===== config.mk =====
export PLATFORM = sky130hd
export DESIGN_NAME = poe_top
export DESIGN_NICKNAME = d
export VERILOG_FILES = /design/src/core/poe_pkg.sv /design/src/core/poe_pin_sync.sv /design/src/core/poe_port_slice.sv /design/src/core/poe_top.sv
export VERILOG_INCLUDE_DIRS = /design/src /design/src/core
export SDC_FILE = /design/constraint.sdc
export NUM_CORES = 1
export LEC_CHECK = 0
export ABC_AREA = 1
export BUFFER_PORTS_ARGS = -buffer_cell sky130_fd_sc_hd__buf_2
export CORE_UTILIZATION = 35
export DETAILED_ROUTE_END_ITERATION = 10
export PLACE_DENSITY = 0.64
export SLEW_MARGIN = 20
export SYNTH_ARGS = -nofsm -noshare
export SYNTH_HDL_FRONTEND = slang
export SYNTH_HIERARCHICAL = 1
export SYNTH_SLANG_ARGS = --single-unit

===== constraint.sdc =====
create_clock -name aclk -period 3.2 [get_ports aclk]
set_clock_uncertainty 0.05 [all_clocks]
set_input_delay 0.64 -clock aclk [delete_from_list [all_inputs] [get_ports aclk]]
set_output_delay 0.64 -clock aclk [all_outputs]
set_load 0.02 [all_outputs]

===== src/core/poe_defs.svh =====
`ifndef POE_DEFS_SVH
`define POE_DEFS_SVH

// ----------------------------------------------------------------
// register indices, byte address is four times the index
// ----------------------------------------------------------------
`define POE_IDX_W        14
`define POE_IDX_A_DATA   14'h0000
`define POE_IDX_B_DATA   14'h0001
`define POE_IDX_A_OE     14'h30b0
`define POE_IDX_B_OE     14'h30b1
`define POE_ADDR_W       16
`define POE_ADDR_LSB     2

// ----------------------------------------------------------------
// pin group widths and reset values
// ----------------------------------------------------------------
`define POE_A_W          6
`define POE_B_W          8
`define POE_REG_W        8
`define POE_REG_RST      8'h00
`define POE_DATA_W       32

// ----------------------------------------------------------------
// bus response codes
// ----------------------------------------------------------------
`define POE_RESP_OKAY    2'h0
`define POE_RESP_SLVERR  2'h2

`endif


===== src/core/poe_pkg.sv =====
// ----------------------------------------------------------------
// shared types of the output-enable block
// ----------------------------------------------------------------
package poe_pkg;

    // write channel progress
    typedef enum logic [0:0] {
        POE_WR_IDLE,
        POE_WR_RESP
    } poe_wr_state_e;

    // read channel progress
    typedef enum logic [0:0] {
        POE_RD_IDLE,
        POE_RD_RESP
    } poe_rd_state_e;

    typedef logic [1:0] poe_resp_t;

endpackage


===== src/core/poe_pin_sync.sv =====
`include "poe_defs.svh"

// ----------------------------------------------------------------
// three-stage pin synchroniser with agreement filter
// ----------------------------------------------------------------
module poe_pin_sync
    import poe_pkg::*;
#(
    parameter int W = 8
) (
    input  wire logic         aclk,
    input  wire logic         aresetn,
    input  wire logic         clk_en,
    input  wire logic [W-1:0] pin_i,
    output logic      [W-1:0] level
);

    logic [W-1:0] s1_q;
    logic [W-1:0] s2_q;
    logic [W-1:0] s3_q;
    logic [W-1:0] level_q;
    logic [W-1:0] level_d;

    // take a new level only where stages two and three agree
    always_comb begin
        level_d = (~(s2_q ^ s3_q) & s3_q) | ((s2_q ^ s3_q) & level_q);
    end

    // stage one feeds stage two alone
    always_ff @(posedge aclk) begin
        if (!aresetn) begin
            s1_q    <= '0;
            s2_q    <= '0;
            s3_q    <= '0;
            level_q <= '0;
        end else if (clk_en) begin
            s1_q    <= pin_i;
            s2_q    <= s1_q;
            s3_q    <= s2_q;
            level_q <= level_d;
        end
    end

    assign level = level_q;

endmodule


===== src/core/poe_port_slice.sv =====
`include "poe_defs.svh"

// ----------------------------------------------------------------
// data latch and drive enable of one pin group
// ----------------------------------------------------------------
module poe_port_slice
    import poe_pkg::*;
#(
    parameter int W = 8
) (
    input  wire logic                  aclk,
    input  wire logic                  aresetn,
    input  wire logic                  clk_en,
    input  wire logic                  data_we,
    input  wire logic                  oe_we,
    input  wire logic [`POE_REG_W-1:0] wr_byte,
    input  wire logic [W-1:0]          pin_level,
    output logic      [`POE_REG_W-1:0] data_rd,
    output logic      [`POE_REG_W-1:0] oe_rd,
    output logic      [W-1:0]          pin_o,
    output logic      [W-1:0]          pin_oe
);

    logic [W-1:0] data_q;
    logic [W-1:0] data_d;
    logic [W-1:0] oe_q;
    logic [W-1:0] oe_d;

    // bits above the group width are never stored
    always_comb begin
        data_d = data_we ? wr_byte[W-1:0] : data_q;
        oe_d   = oe_we ? wr_byte[W-1:0] : oe_q;
    end

    // reset leaves every pin undriven
    always_ff @(posedge aclk) begin
        if (!aresetn) begin
            data_q <= W'(`POE_REG_RST);
            oe_q   <= W'(`POE_REG_RST);
        end else if (clk_en) begin
            data_q <= data_d;
            oe_q   <= oe_d;
        end
    end

    // readback, unused upper bits read zero
    always_comb begin
        data_rd = `POE_REG_RST;
        oe_rd   = `POE_REG_RST;
        for (int i = 0; i < W; i++) begin
            data_rd[i] = oe_q[i] ? data_q[i] : pin_level[i];
            oe_rd[i]   = oe_q[i];
        end
    end

    // pins drive the latched level while enabled
    assign pin_o  = data_q;
    assign pin_oe = oe_q;

endmodule


===== src/core/poe_top.sv =====
`include "poe_defs.svh"

// ----------------------------------------------------------------
// output-enable control for pin groups a and b, axi4-lite slave
// ----------------------------------------------------------------
module poe_top
    import poe_pkg::*;
(
    input  wire logic                    aclk,
    input  wire logic                    aresetn,
    input  wire logic                    clk_en,
    // write address channel
    input  wire logic                    awvalid,
    output logic                         awready,
    input  wire logic [`POE_ADDR_W-1:0]  awaddr,
    // write data channel
    input  wire logic                    wvalid,
    output logic                         wready,
    input  wire logic [`POE_DATA_W-1:0]  wdata,
    input  wire logic [3:0]              wstrb,
    // write response channel
    output logic                         bvalid,
    input  wire logic                    bready,
    output logic      [1:0]              bresp,
    // read address channel
    input  wire logic                    arvalid,
    output logic                         arready,
    input  wire logic [`POE_ADDR_W-1:0]  araddr,
    // read data channel
    output logic                         rvalid,
    input  wire logic                    rready,
    output logic      [`POE_DATA_W-1:0]  rdata,
    output logic      [1:0]              rresp,
    // group a pins
    input  wire logic [`POE_A_W-1:0]     group_a_pin_i,
    output logic      [`POE_A_W-1:0]     group_a_pin_o,
    output logic      [`POE_A_W-1:0]     group_a_pin_oe,
    // group b pins
    input  wire logic [`POE_B_W-1:0]     group_b_pin_i,
    output logic      [`POE_B_W-1:0]     group_b_pin_o,
    output logic      [`POE_B_W-1:0]     group_b_pin_oe
);

    // ------------------------------------------------------------
    // write channel state
    // ------------------------------------------------------------
    poe_wr_state_e              wr_st_q;
    poe_wr_state_e              wr_st_d;
    logic                       aw_have_q;
    logic                       aw_have_d;
    logic [`POE_IDX_W-1:0]      aw_idx_q;
    logic [`POE_IDX_W-1:0]      aw_idx_d;
    logic                       w_have_q;
    logic                       w_have_d;
    logic [`POE_REG_W-1:0]      wbyte_q;
    logic [`POE_REG_W-1:0]      wbyte_d;
    logic                       wlane_q;
    logic                       wlane_d;
    poe_resp_t                  bresp_q;
    poe_resp_t                  bresp_d;
    logic                       aw_hs;
    logic                       w_hs;
    logic                       wr_go;
    logic                       wr_hit;

    // ------------------------------------------------------------
    // register write strobes
    // ------------------------------------------------------------
    logic                       a_data_we;
    logic                       a_oe_we;
    logic                       b_data_we;
    logic                       b_oe_we;

    // ------------------------------------------------------------
    // read channel state
    // ------------------------------------------------------------
    poe_rd_state_e              rd_st_q;
    poe_rd_state_e              rd_st_d;
    logic [`POE_DATA_W-1:0]     rdata_q;
    logic [`POE_DATA_W-1:0]     rdata_d;
    poe_resp_t                  rresp_q;
    poe_resp_t                  rresp_d;
    logic                       ar_hs;
    logic [`POE_IDX_W-1:0]      ar_idx;

    // ------------------------------------------------------------
    // group readback and synchronised pin levels
    // ------------------------------------------------------------
    logic [`POE_A_W-1:0]        a_level;
    logic [`POE_B_W-1:0]        b_level;
    logic [`POE_REG_W-1:0]      a_data_rd;
    logic [`POE_REG_W-1:0]      a_oe_rd;
    logic [`POE_REG_W-1:0]      b_data_rd;
    logic [`POE_REG_W-1:0]      b_oe_rd;

    // ------------------------------------------------------------
    // write address and data acceptance
    // ------------------------------------------------------------

    // each channel is taken once, only while no response waits
    assign awready = clk_en && !aw_have_q && (wr_st_q == POE_WR_IDLE);
    assign wready  = clk_en && !w_have_q && (wr_st_q == POE_WR_IDLE);
    assign aw_hs   = awvalid && awready;
    assign w_hs    = wvalid && wready;

    // the write happens once both halves are held
    assign wr_go = (wr_st_q == POE_WR_IDLE) && aw_have_q && w_have_q;

    // address hit check for the held write
    always_comb begin
        if (aw_idx_q == `POE_IDX_A_DATA) begin
            wr_hit = 1'b1;
        end else if (aw_idx_q == `POE_IDX_B_DATA) begin
            wr_hit = 1'b1;
        end else if (aw_idx_q == `POE_IDX_A_OE) begin
            wr_hit = 1'b1;
        end else if (aw_idx_q == `POE_IDX_B_OE) begin
            wr_hit = 1'b1;
        end else begin
            wr_hit = 1'b0;
        end
    end

    // write strobe decode, low byte lane must be enabled
    always_comb begin
        a_data_we = 1'b0;
        a_oe_we   = 1'b0;
        b_data_we = 1'b0;
        b_oe_we   = 1'b0;
        if (wr_go && wlane_q) begin
            if (aw_idx_q == `POE_IDX_A_DATA) begin
                a_data_we = 1'b1;
            end else if (aw_idx_q == `POE_IDX_B_DATA) begin
                b_data_we = 1'b1;
            end else if (aw_idx_q == `POE_IDX_A_OE) begin
                a_oe_we = 1'b1;
            end else if (aw_idx_q == `POE_IDX_B_OE) begin
                b_oe_we = 1'b1;
            end
        end
    end

    // write channel next state
    always_comb begin
        wr_st_d   = wr_st_q;
        aw_have_d = aw_have_q;
        aw_idx_d  = aw_idx_q;
        w_have_d  = w_have_q;
        wbyte_d   = wbyte_q;
        wlane_d   = wlane_q;
        bresp_d   = bresp_q;
        if (aw_hs) begin
            aw_have_d = 1'b1;
            aw_idx_d  = awaddr[`POE_ADDR_W-1:`POE_ADDR_LSB];
        end
        if (w_hs) begin
            w_have_d = 1'b1;
            wbyte_d  = wdata[`POE_REG_W-1:0];
            wlane_d  = wstrb[0];
        end
        case (wr_st_q)
            POE_WR_IDLE: begin
                if (wr_go) begin
                    wr_st_d   = POE_WR_RESP;
                    aw_have_d = 1'b0;
                    w_have_d  = 1'b0;
                    bresp_d   = wr_hit ? `POE_RESP_OKAY : `POE_RESP_SLVERR;
                end
            end
            POE_WR_RESP: begin
                if (bready) begin
                    wr_st_d = POE_WR_IDLE;
                end
            end
            default: begin
                wr_st_d = POE_WR_IDLE;
            end
        endcase
    end

    // write channel registers
    always_ff @(posedge aclk) begin
        if (!aresetn) begin
            wr_st_q   <= POE_WR_IDLE;
            aw_have_q <= 1'b0;
            aw_idx_q  <= '0;
            w_have_q  <= 1'b0;
            wbyte_q   <= `POE_REG_RST;
            wlane_q   <= 1'b0;
            bresp_q   <= `POE_RESP_OKAY;
        end else if (clk_en) begin
            wr_st_q   <= wr_st_d;
            aw_have_q <= aw_have_d;
            aw_idx_q  <= aw_idx_d;
            w_have_q  <= w_have_d;
            wbyte_q   <= wbyte_d;
            wlane_q   <= wlane_d;
            bresp_q   <= bresp_d;
        end
    end

    assign bvalid = (wr_st_q == POE_WR_RESP);
    assign bresp  = bresp_q;

    // ------------------------------------------------------------
    // read channel
    // ------------------------------------------------------------

    // one read at a time, address taken while idle
    assign arready = clk_en && (rd_st_q == POE_RD_IDLE);
    assign ar_hs   = arvalid && arready;
    assign ar_idx  = araddr[`POE_ADDR_W-1:`POE_ADDR_LSB];

    // read decode and response next state
    always_comb begin
        rd_st_d = rd_st_q;
        rdata_d = rdata_q;
        rresp_d = rresp_q;
        case (rd_st_q)
            POE_RD_IDLE: begin
                if (ar_hs) begin
                    rd_st_d = POE_RD_RESP;
                    rresp_d = `POE_RESP_OKAY;
                    rdata_d = '0;
                    if (ar_idx == `POE_IDX_A_DATA) begin
                        rdata_d[`POE_REG_W-1:0] = a_data_rd;
                    end else if (ar_idx == `POE_IDX_B_DATA) begin
                        rdata_d[`POE_REG_W-1:0] = b_data_rd;
                    end else if (ar_idx == `POE_IDX_A_OE) begin
                        rdata_d[`POE_REG_W-1:0] = a_oe_rd;
                    end else if (ar_idx == `POE_IDX_B_OE) begin
                        rdata_d[`POE_REG_W-1:0] = b_oe_rd;
                    end else begin
                        rresp_d = `POE_RESP_SLVERR;
                    end
                end
            end
            POE_RD_RESP: begin
                if (rready) begin
                    rd_st_d = POE_RD_IDLE;
                end
            end
            default: begin
                rd_st_d = POE_RD_IDLE;
            end
        endcase
    end

    // read channel registers
    always_ff @(posedge aclk) begin
        if (!aresetn) begin
            rd_st_q <= POE_RD_IDLE;
            rdata_q <= '0;
            rresp_q <= `POE_RESP_OKAY;
        end else if (clk_en) begin
            rd_st_q <= rd_st_d;
            rdata_q <= rdata_d;
            rresp_q <= rresp_d;
        end
    end

    assign rvalid = (rd_st_q == POE_RD_RESP);
    assign rdata  = rdata_q;
    assign rresp  = rresp_q;

    // ------------------------------------------------------------
    // pin input synchronisers
    // ------------------------------------------------------------
    poe_pin_sync #(
        .W       (`POE_A_W)
    ) u_sync_a (
        .aclk    (aclk),
        .aresetn (aresetn),
        .clk_en  (clk_en),
        .pin_i   (group_a_pin_i),
        .level   (a_level)
    );

    poe_pin_sync #(
        .W       (`POE_B_W)
    ) u_sync_b (
        .aclk    (aclk),
        .aresetn (aresetn),
        .clk_en  (clk_en),
        .pin_i   (group_b_pin_i),
        .level   (b_level)
    );

    // ------------------------------------------------------------
    // pin group latches and drivers
    // ------------------------------------------------------------

    // group a holds six bits, the two above stay zero
    poe_port_slice #(
        .W         (`POE_A_W)
    ) u_group_a (
        .aclk      (aclk),
        .aresetn   (aresetn),
        .clk_en    (clk_en),
        .data_we   (a_data_we),
        .oe_we     (a_oe_we),
        .wr_byte   (wbyte_q),
        .pin_level (a_level),
        .data_rd   (a_data_rd),
        .oe_rd     (a_oe_rd),
        .pin_o     (group_a_pin_o),
        .pin_oe    (group_a_pin_oe)
    );

    // group b holds all eight bits
    poe_port_slice #(
        .W         (`POE_B_W)
    ) u_group_b (
        .aclk      (aclk),
        .aresetn   (aresetn),
        .clk_en    (clk_en),
        .data_we   (b_data_we),
        .oe_we     (b_oe_we),
        .wr_byte   (wbyte_q),
        .pin_level (b_level),
        .data_rd   (b_data_rd),
        .oe_rd     (b_oe_rd),
        .pin_o     (group_b_pin_o),
        .pin_oe    (group_b_pin_oe)
    );

endmodule


; ---- Yosys cells after proc, flatten, opt, wreduce, memory -nomap -nowiden
; Cells that the tools add are included.
[word_totals]
out_inout_bits = 69
register_bits = 123
word_cells = 115
[op_classes]
n_reduce_logical = 23
n_bitwise = 12
eq_ne = 6
muxes = 52
[op_table]
columns = cell, count
row1 = 14-bit == test (second input constant), 4
row2 = 1-bit 2-to-1 mux, 41
row3 = 8-bit 2-to-1 mux, 4
row4 = 14-bit by 1-bit == test with 1-bit output (second input constant), 2
row5 = 14-bit logical NOT, 2
row6 = 8-bit bitwise AND, 2
row7 = 6-bit bitwise AND, 2
row8 = 2-bit AND reduction, 6
row9 = 1-bit logical AND, 11
row10 = 2-bit 2-to-1 mux, 5
row11 = 8-bit NOT, 1
row12 = 8-bit OR, 1
row13 = 8-bit XOR, 1
row14 = 6-bit NOT, 1
row15 = 6-bit OR, 1
row16 = 3-bit AND reduction, 2
row17 = 6-bit XOR, 1
row18 = 1-bit one-hot mux with 2 select lines, 2
row19 = 1-bit logical NOT, 2
row20 = 1-bit NOT, 2

; ---- Logic depth before layout (Yosys ltp)
; Gate-level depths: netlist of the first run.
[depth]
ltp_word = 7
depth_mapped = 10
mapped_depth_nobuf = 9

; ---- By module
; Netlist of the first run, hierarchy kept.
[modules_own_cells]
columns = module, cells_each, area_each_um2, instances, seq_area_each_um2
row1 = poe_top, 296, 2050.7, 1, 740.7
row2 = poe_pin_sync at u_sync_b, 175, 1292.5, 1, 640.6
row3 = poe_pin_sync at u_sync_a, 129, 938.4, 1, 480.5
row4 = poe_port_slice at u_group_b, 126, 820.8, 1, 320.3
row5 = poe_port_slice at u_group_a, 100, 640.6, 1, 240.2

; ---- Worst setup path before layout of the first run
; OpenSTA, ideal clock, no wires.
[synth_timing]
path_type = input-to-output
start = input port clk_en
end = output port wready
cell_stages = 4
t_required_ps = 2510
t_arrival_ps = 1156
setup_slack_ps = 1354
cell_sequence = inv_2 nor2_1 inv_2 nor2_1
[synth_between]
elab_chain_len = 2
[synth_rtl]
columns = element, line_no
row1 = start: declaration, poe_top.sv:11  ; input wire logic clk_en,
row2 = 1-bit logical AND (2 in a row), poe_top.sv:102  ; assign wready = clk_en && !w_have_q && (wr_st_q == POE_WR_IDLE);
row3 = end: declaration, poe_top.sv:18  ; output logic wready,
; No other way between the ends.

; ---- Final worst setup path of the first run
; Same ends and word-level chain as after synthesis.

==> results of run 1 <==
## final timing paths
check / from / end / slack, ns / cells past startpoint
setup / recovery: clk_en / wready / 1.25 / 6
hold / removal: u_sync_b/s3_q[7] / flip-flop / 0.41 / 2
setup reg to reg: aw_idx_q[1] / u_group_b/pin_o[0] / 1.42 / 7
hold reg to reg: u_sync_b/s3_q[7] / flip-flop / 0.41 / 2
## power by group through the flow
stage | Sequential (mW) | Combinational, mW | Clock (mW)
2_1_floorplan | 1.62 | 0.237 | 0
6_report | 1.60 | 0.278 | 1.96
3_3_place_gp | 1.63 | 0.276 | 0
3_5_place_dp | 1.63 | 0.277 | 0
4_1_cts | 1.60 | 0.279 | 1.99
5_1_grt | 1.61 | 0.320 | 2.07
## critical path, cell delays in order
cell and delay, ns:
buf_2 0.09, inv_2 0.04, nor2_1 0.14, inv_2 0.05
nor2_1 0.11, buf_2 0.18
## cell usage after synthesis (all sizes together)
cell / n / area, um2
o21ai: 72 / 360
nand4: 11 / 68.8
nor2: 174 / 694
a21oi: 48 / 274
or2: 1 / 8.76
nand3: 36 / 180
clkinv: 2 / 7.51
buf: 68 / 568
nand2: 194 / 763
inv: 89 / 342
clkbuf: 5 / 30.0
conb: 2 / 7.51
and2: 1 / 6.26
nor3: 2 / 10.0
dfxtp: 121 / 2420
## cell type report
cell class / count / area [um2]
Fill cell: 1692 / 9270
Clock buffer: 22 / 464
Multi-Input combinational cell: 569 / 2480
Sequential cell: 121 / 2420
Timing Repair Buffer: 104 / 541
Inverter: 91 / 349
Tap cell: 216 / 270
Clock inverter: 8 / 145
Antenna cell: 1 / 2.50
## per-layer routing
layer	global-route usage	wire, um	vias to the layer above
met5	0	0	-
met4	0.0575	165	0
met1	0.216	6480	2153
met2	0.252	5630	133
met3	0.0365	653	10
li1	-	-	2651
## metrics by stage
stage	hold slack, ns	std cells
floorplan	0.380	854
global placement	0.393	1101
detailed placement	0.393	1101
CTS	0.400	1131
global route	0.399	1131
finish	0.408	1132
## cell usage in the layout, fill, tap and decap left out, types with 2 or more instances in the layout
cell type / synthesis / final
a21oi_1: 39 / 39
a21oi_2: 9 / 9
buf_2: 6 / 101
buf_4: 48 / 2
bufinv_16: 0 / 4
clkbuf_1: 3 / 3
clkbuf_16: 0 / 17
clkbuf_8: 1 / 2
clkinv_1: 2 / 2
clkinv_2: 0 / 2
clkinvlp_4: 0 / 2
conb_1: 2 / 30
dfxtp_1: 121 / 121
inv_1: 78 / 78
inv_2: 8 / 8
inv_4: 3 / 3
nand2_1: 182 / 182
nand2_2: 11 / 11
nand3_1: 36 / 36
nand4_1: 11 / 11
nor2_1: 165 / 165
nor2_2: 7 / 7
nor3_1: 2 / 2
o21ai_0: 46 / 46
o21ai_1: 26 / 26
## cell families (layout without fill, tap and decap cells)
kind of cell | count (synthesis) | after routing
AOI/OAI and AO/OA | 120 | 120
other | 2 | 31
and+or+nand+nor | 419 | 419
DFF | 121 | 121
buffers and inverters | 164 | 225
==> run metrics, run 1 <==
Cell Pwr Density between 500 and 600 mW/mm2; multiplexer area fraction after synthesis 0; Adder-Cell Fraction of Synth Area 0; Final period util 0.609; status finished clean; Min-Delay Path Class flip-flop to flip-flop; Tightest Pin Transition 0.689 ns; DP Area ~0.0061 mm2; vias in the first global route 4355; final hold violations 0; Die W about 130 um; Synth Warn # 6; Worst IR Drop VDD roughly 0.00031 V; drt wl/cell 11.4 um; WP data arrival 1.26 ns; Compound-Gate Fraction of Synth Area 0.110; Setup WS pre-CTS approximately 1.1 ns; layout cells sized above 1 0.189; initial DRC count 280; post-DP HPWL 9.12 mm; Setup-failing EPs final 0; TritonCTS buffer count 17; I/O pin count roughly 160; sw power roughly 0.85 mW; setup tns final 0 ns; final WL around 13 mm; Comb power frac 0.072; internal power ~3.0 mW; final worst setup slack roughly 1.3 ns; required time of the critical path 2.51 ns; post-cts sizing count 0; fmax between 500 and 600 MHz; H-tree Lvls 4; Total GRT Usage 0.161; headroom to the max-slew limit 0.539; Sequential Power Share 0.417; initial antenna violation count 1; CTS Buffer Depth 2; Net Sw Frac 0.222; synthesized area around 0.0057 mm2; Post-route DRC 0; CTS tree yes; fin area approximately 0.0067 mm2; routability cong. around 0.77; DR vias/cell ~4.4; DR vias about 4.9k; antenna-violating nets left 0; Synth Register Bits approximately 120; Post-CTS Setup Repair Bufs 0; Critical Path Source Type input pin; clock-pin slew on the worst setup and hold paths roughly 0.05 ns; Rows 46; Gate Count Post-Synth about 830; Setup Crit Path Kind input pin to primary output; fin util 0.419; clock sink total approximately 120; Max Transition Viols Final 0; first-pass GRT wire length about 21 mm; CP Capture Type primary output; Post-Synth XOR/XNOR Area 0; chip height around 130 um; die area around 0.017 mm2; largest net degree at the start of global routing 67; Worst-Skew Late Latency ~0.40 ns; area grow syn2layout 16.2%; 1st-pass router iterations 4; top fanout value on the critical path 3; clock network power share 0.510; # hold bufs at CTS 0; max_cap viols 0; Total Nets Final 994; number of port buffers about 100; Synth Area in Simple Gates 0.302; Initial Utilization 0.360; root buffer cell clkbuf_16; Core Region around 0.016 mm2; Leak between 3 and 4 nW; total power 3.84 mW; number of distinct library cells after synthesis 30; fin crit period between 1.5 and 2 ns; largest family of logic cells by synthesized area simple AND/OR/NAND/NOR gates; RSZ-0062 raised after global routing no; syn_area_per_cell a little under 7 um2; GRT Residual Overflow 0; sequential cell area fraction in the yosys report 0.422
Note: power is estimated with default switching activity, not from simulation.
==> run 2: changes to the inputs <==
clock period = 1.8 ns   (was 3.2 ns; I/O delays follow)
==> run metrics, run 2 (same netlist as run 1, synthesis figures left out) <==
status finished clean; fin util 0.422 (+0.00338); Cell Count Post-Placement 1109 (+0.73%); most common cell after layout, fill and taps aside nand2_1; first-pass GRT wire length 21.5 mm (+2.3%); headroom to the max-slew limit 0.613 (+0.0737); DR vias 5047 (+2.0%); Leak 3.28 nW (+1.5%); number of port buffers 101 (unchanged); I/O pin count 159 (unchanged); initial DRC count 318 (+14%); post-DP HPWL 9.33 mm (+2.3%); DR vias/cell 4.43 (+1.3%); GRT Residual Overflow 0 (unchanged); layout cells sized above 1 0.202 (+0.0124); setup tns final 0 ns (unchanged); WP data arrival 1.27 ns (about the same); final hold violations 0 (unchanged); Post-CTS Setup Repair Bufs 0 (unchanged); drt wl/cell 11.6 um (+1.3%); antenna-violating nets left 0 (unchanged); max_cap viols 0 (unchanged); Core Region 0.0159 mm2 (unchanged); most frequent cells in the layout nand2_1, nor2_1, dfxtp_1; clock sink total 121 (unchanged); clock-pin slew on the worst setup and hold paths 0.06 ns (about the same); fin crit period roughly 1.7 ns; largest net degree at the start of global routing 76 (+13%); Min-Delay Path Class input pin to flip-flop; DP Area 0.00613 mm2 (+1.2%); chip height 130 um (unchanged); die area 0.0169 mm2 (unchanged); Post-route DRC 0 (unchanged); Max Transition Viols Final 0 (unchanged); required time of the critical path 1.39 ns (-1.12 ns); root buffer cell clkbuf_16; Final period util 0.931; Total Nets Final 1002 (+0.80%); TritonCTS buffer count 17 (unchanged); Rows 46 (unchanged); Cell Pwr Density 990 mW/mm2 (+72%); RSZ-0062 raised after global routing no; post-route insts no fill 1140 (+0.71%); CTS tree yes; # hold bufs at CTS 0 (unchanged); CP Capture Type primary output; fin area 0.00673 mm2 (+0.81%); top fanout value on the critical path 4 (+1); Critical Path Source Type flip-flop; Die W 130 um (unchanged); CTS Buffer Depth 2 (unchanged); 1st-pass router iterations 5 (+1); total power 6.66 mW (+73%); Setup Crit Path Kind flip-flop to primary output; routability cong. 0.762 (-1.4%); Setup-failing EPs final 0 (unchanged); post-cts sizing count 0 (unchanged); initial antenna violation count 1 (unchanged); Worst IR Drop VDD 0.000604 V (+94%); H-tree Lvls 4 (unchanged); fmax 597 MHz; Total GRT Usage 0.166 (+0.00513); Tightest Pin Transition 0.580 ns (-0.109 ns); final WL 13.2 mm (+2.0%); Worst-Skew Late Latency 0.41 ns (about the same); area grow syn2layout 17.1%; Initial Utilization 0.360 (unchanged); vias in the first global route 4482 (+2.9%)
==> run 2: cell count changes in the layout (fill, tap and decap cells not counted), sizes merged <==
cell,delta
buf,+8
clkinvlp,-1
bufinv,-2
clkbuf,-1
clkinv,+4
==> run 2: per-stage QoR <==
step,worst slack [ns],hold WS (ns)
3_3_place_gp,0.169,0.390
6_report,0.125,0.115
4_1_cts,0.104,0.103
2_1_floorplan,0.268,0.380
5_1_grt,0.0383,0.123
3_5_place_dp,0.144,0.392
==> run 2: power by group <==
part | switching [mW] | internal (mW)
combinational | 0.336 | 0.176
clock | 1.15 | 2.15
sequential | 0.0661 | 2.78
total | 1.55 | 5.11
==> run 2: layout make-up <==
type                       count  area, um2
tap                          216        270
clock inverter                 9       97.6
multi-input combinational    569       2490
fill                        1684       9220
timing repair buffer         112        613
sequential                   121       2420
inverter                      91        349
clock buffer                  21        480
antenna                        1       2.50
==> run 2: critical path, cell delays in order, from the launching register on <==
cell,delay [ns]
dfxtp_1,0.33
nor2_1,0.17
inv_2,0.05
nor2_1,0.12
buf_2,0.18
==> run 2: path summary, 6_finish.rpt <==
kind | startpoint | cells after the start | slack [ns] | end
setup reg to reg | aw_idx_q[7] | 9 | 0.25 | u_group_b/oe_rd[7]
hold / removal | group_a_pin_i[3] | 3 | 0.12 | u_sync_a/s1_q[3]
setup / recovery | bvalid | 4 | 0.12 | wready
hold reg to reg | u_sync_b/s3_q[7] | 2 | 0.40 | flip-flop
==> run 2: metal layers <==
metal / vias up / part of all wire / track usage
met5: - / 0.00076 / 0
met4: 2 / 0.020 / 0.0691
met3: 24 / 0.063 / 0.0508
met2: 149 / 0.43 / 0.251
met1: 2210 / 0.49 / 0.218
li1: 2662 / - / -
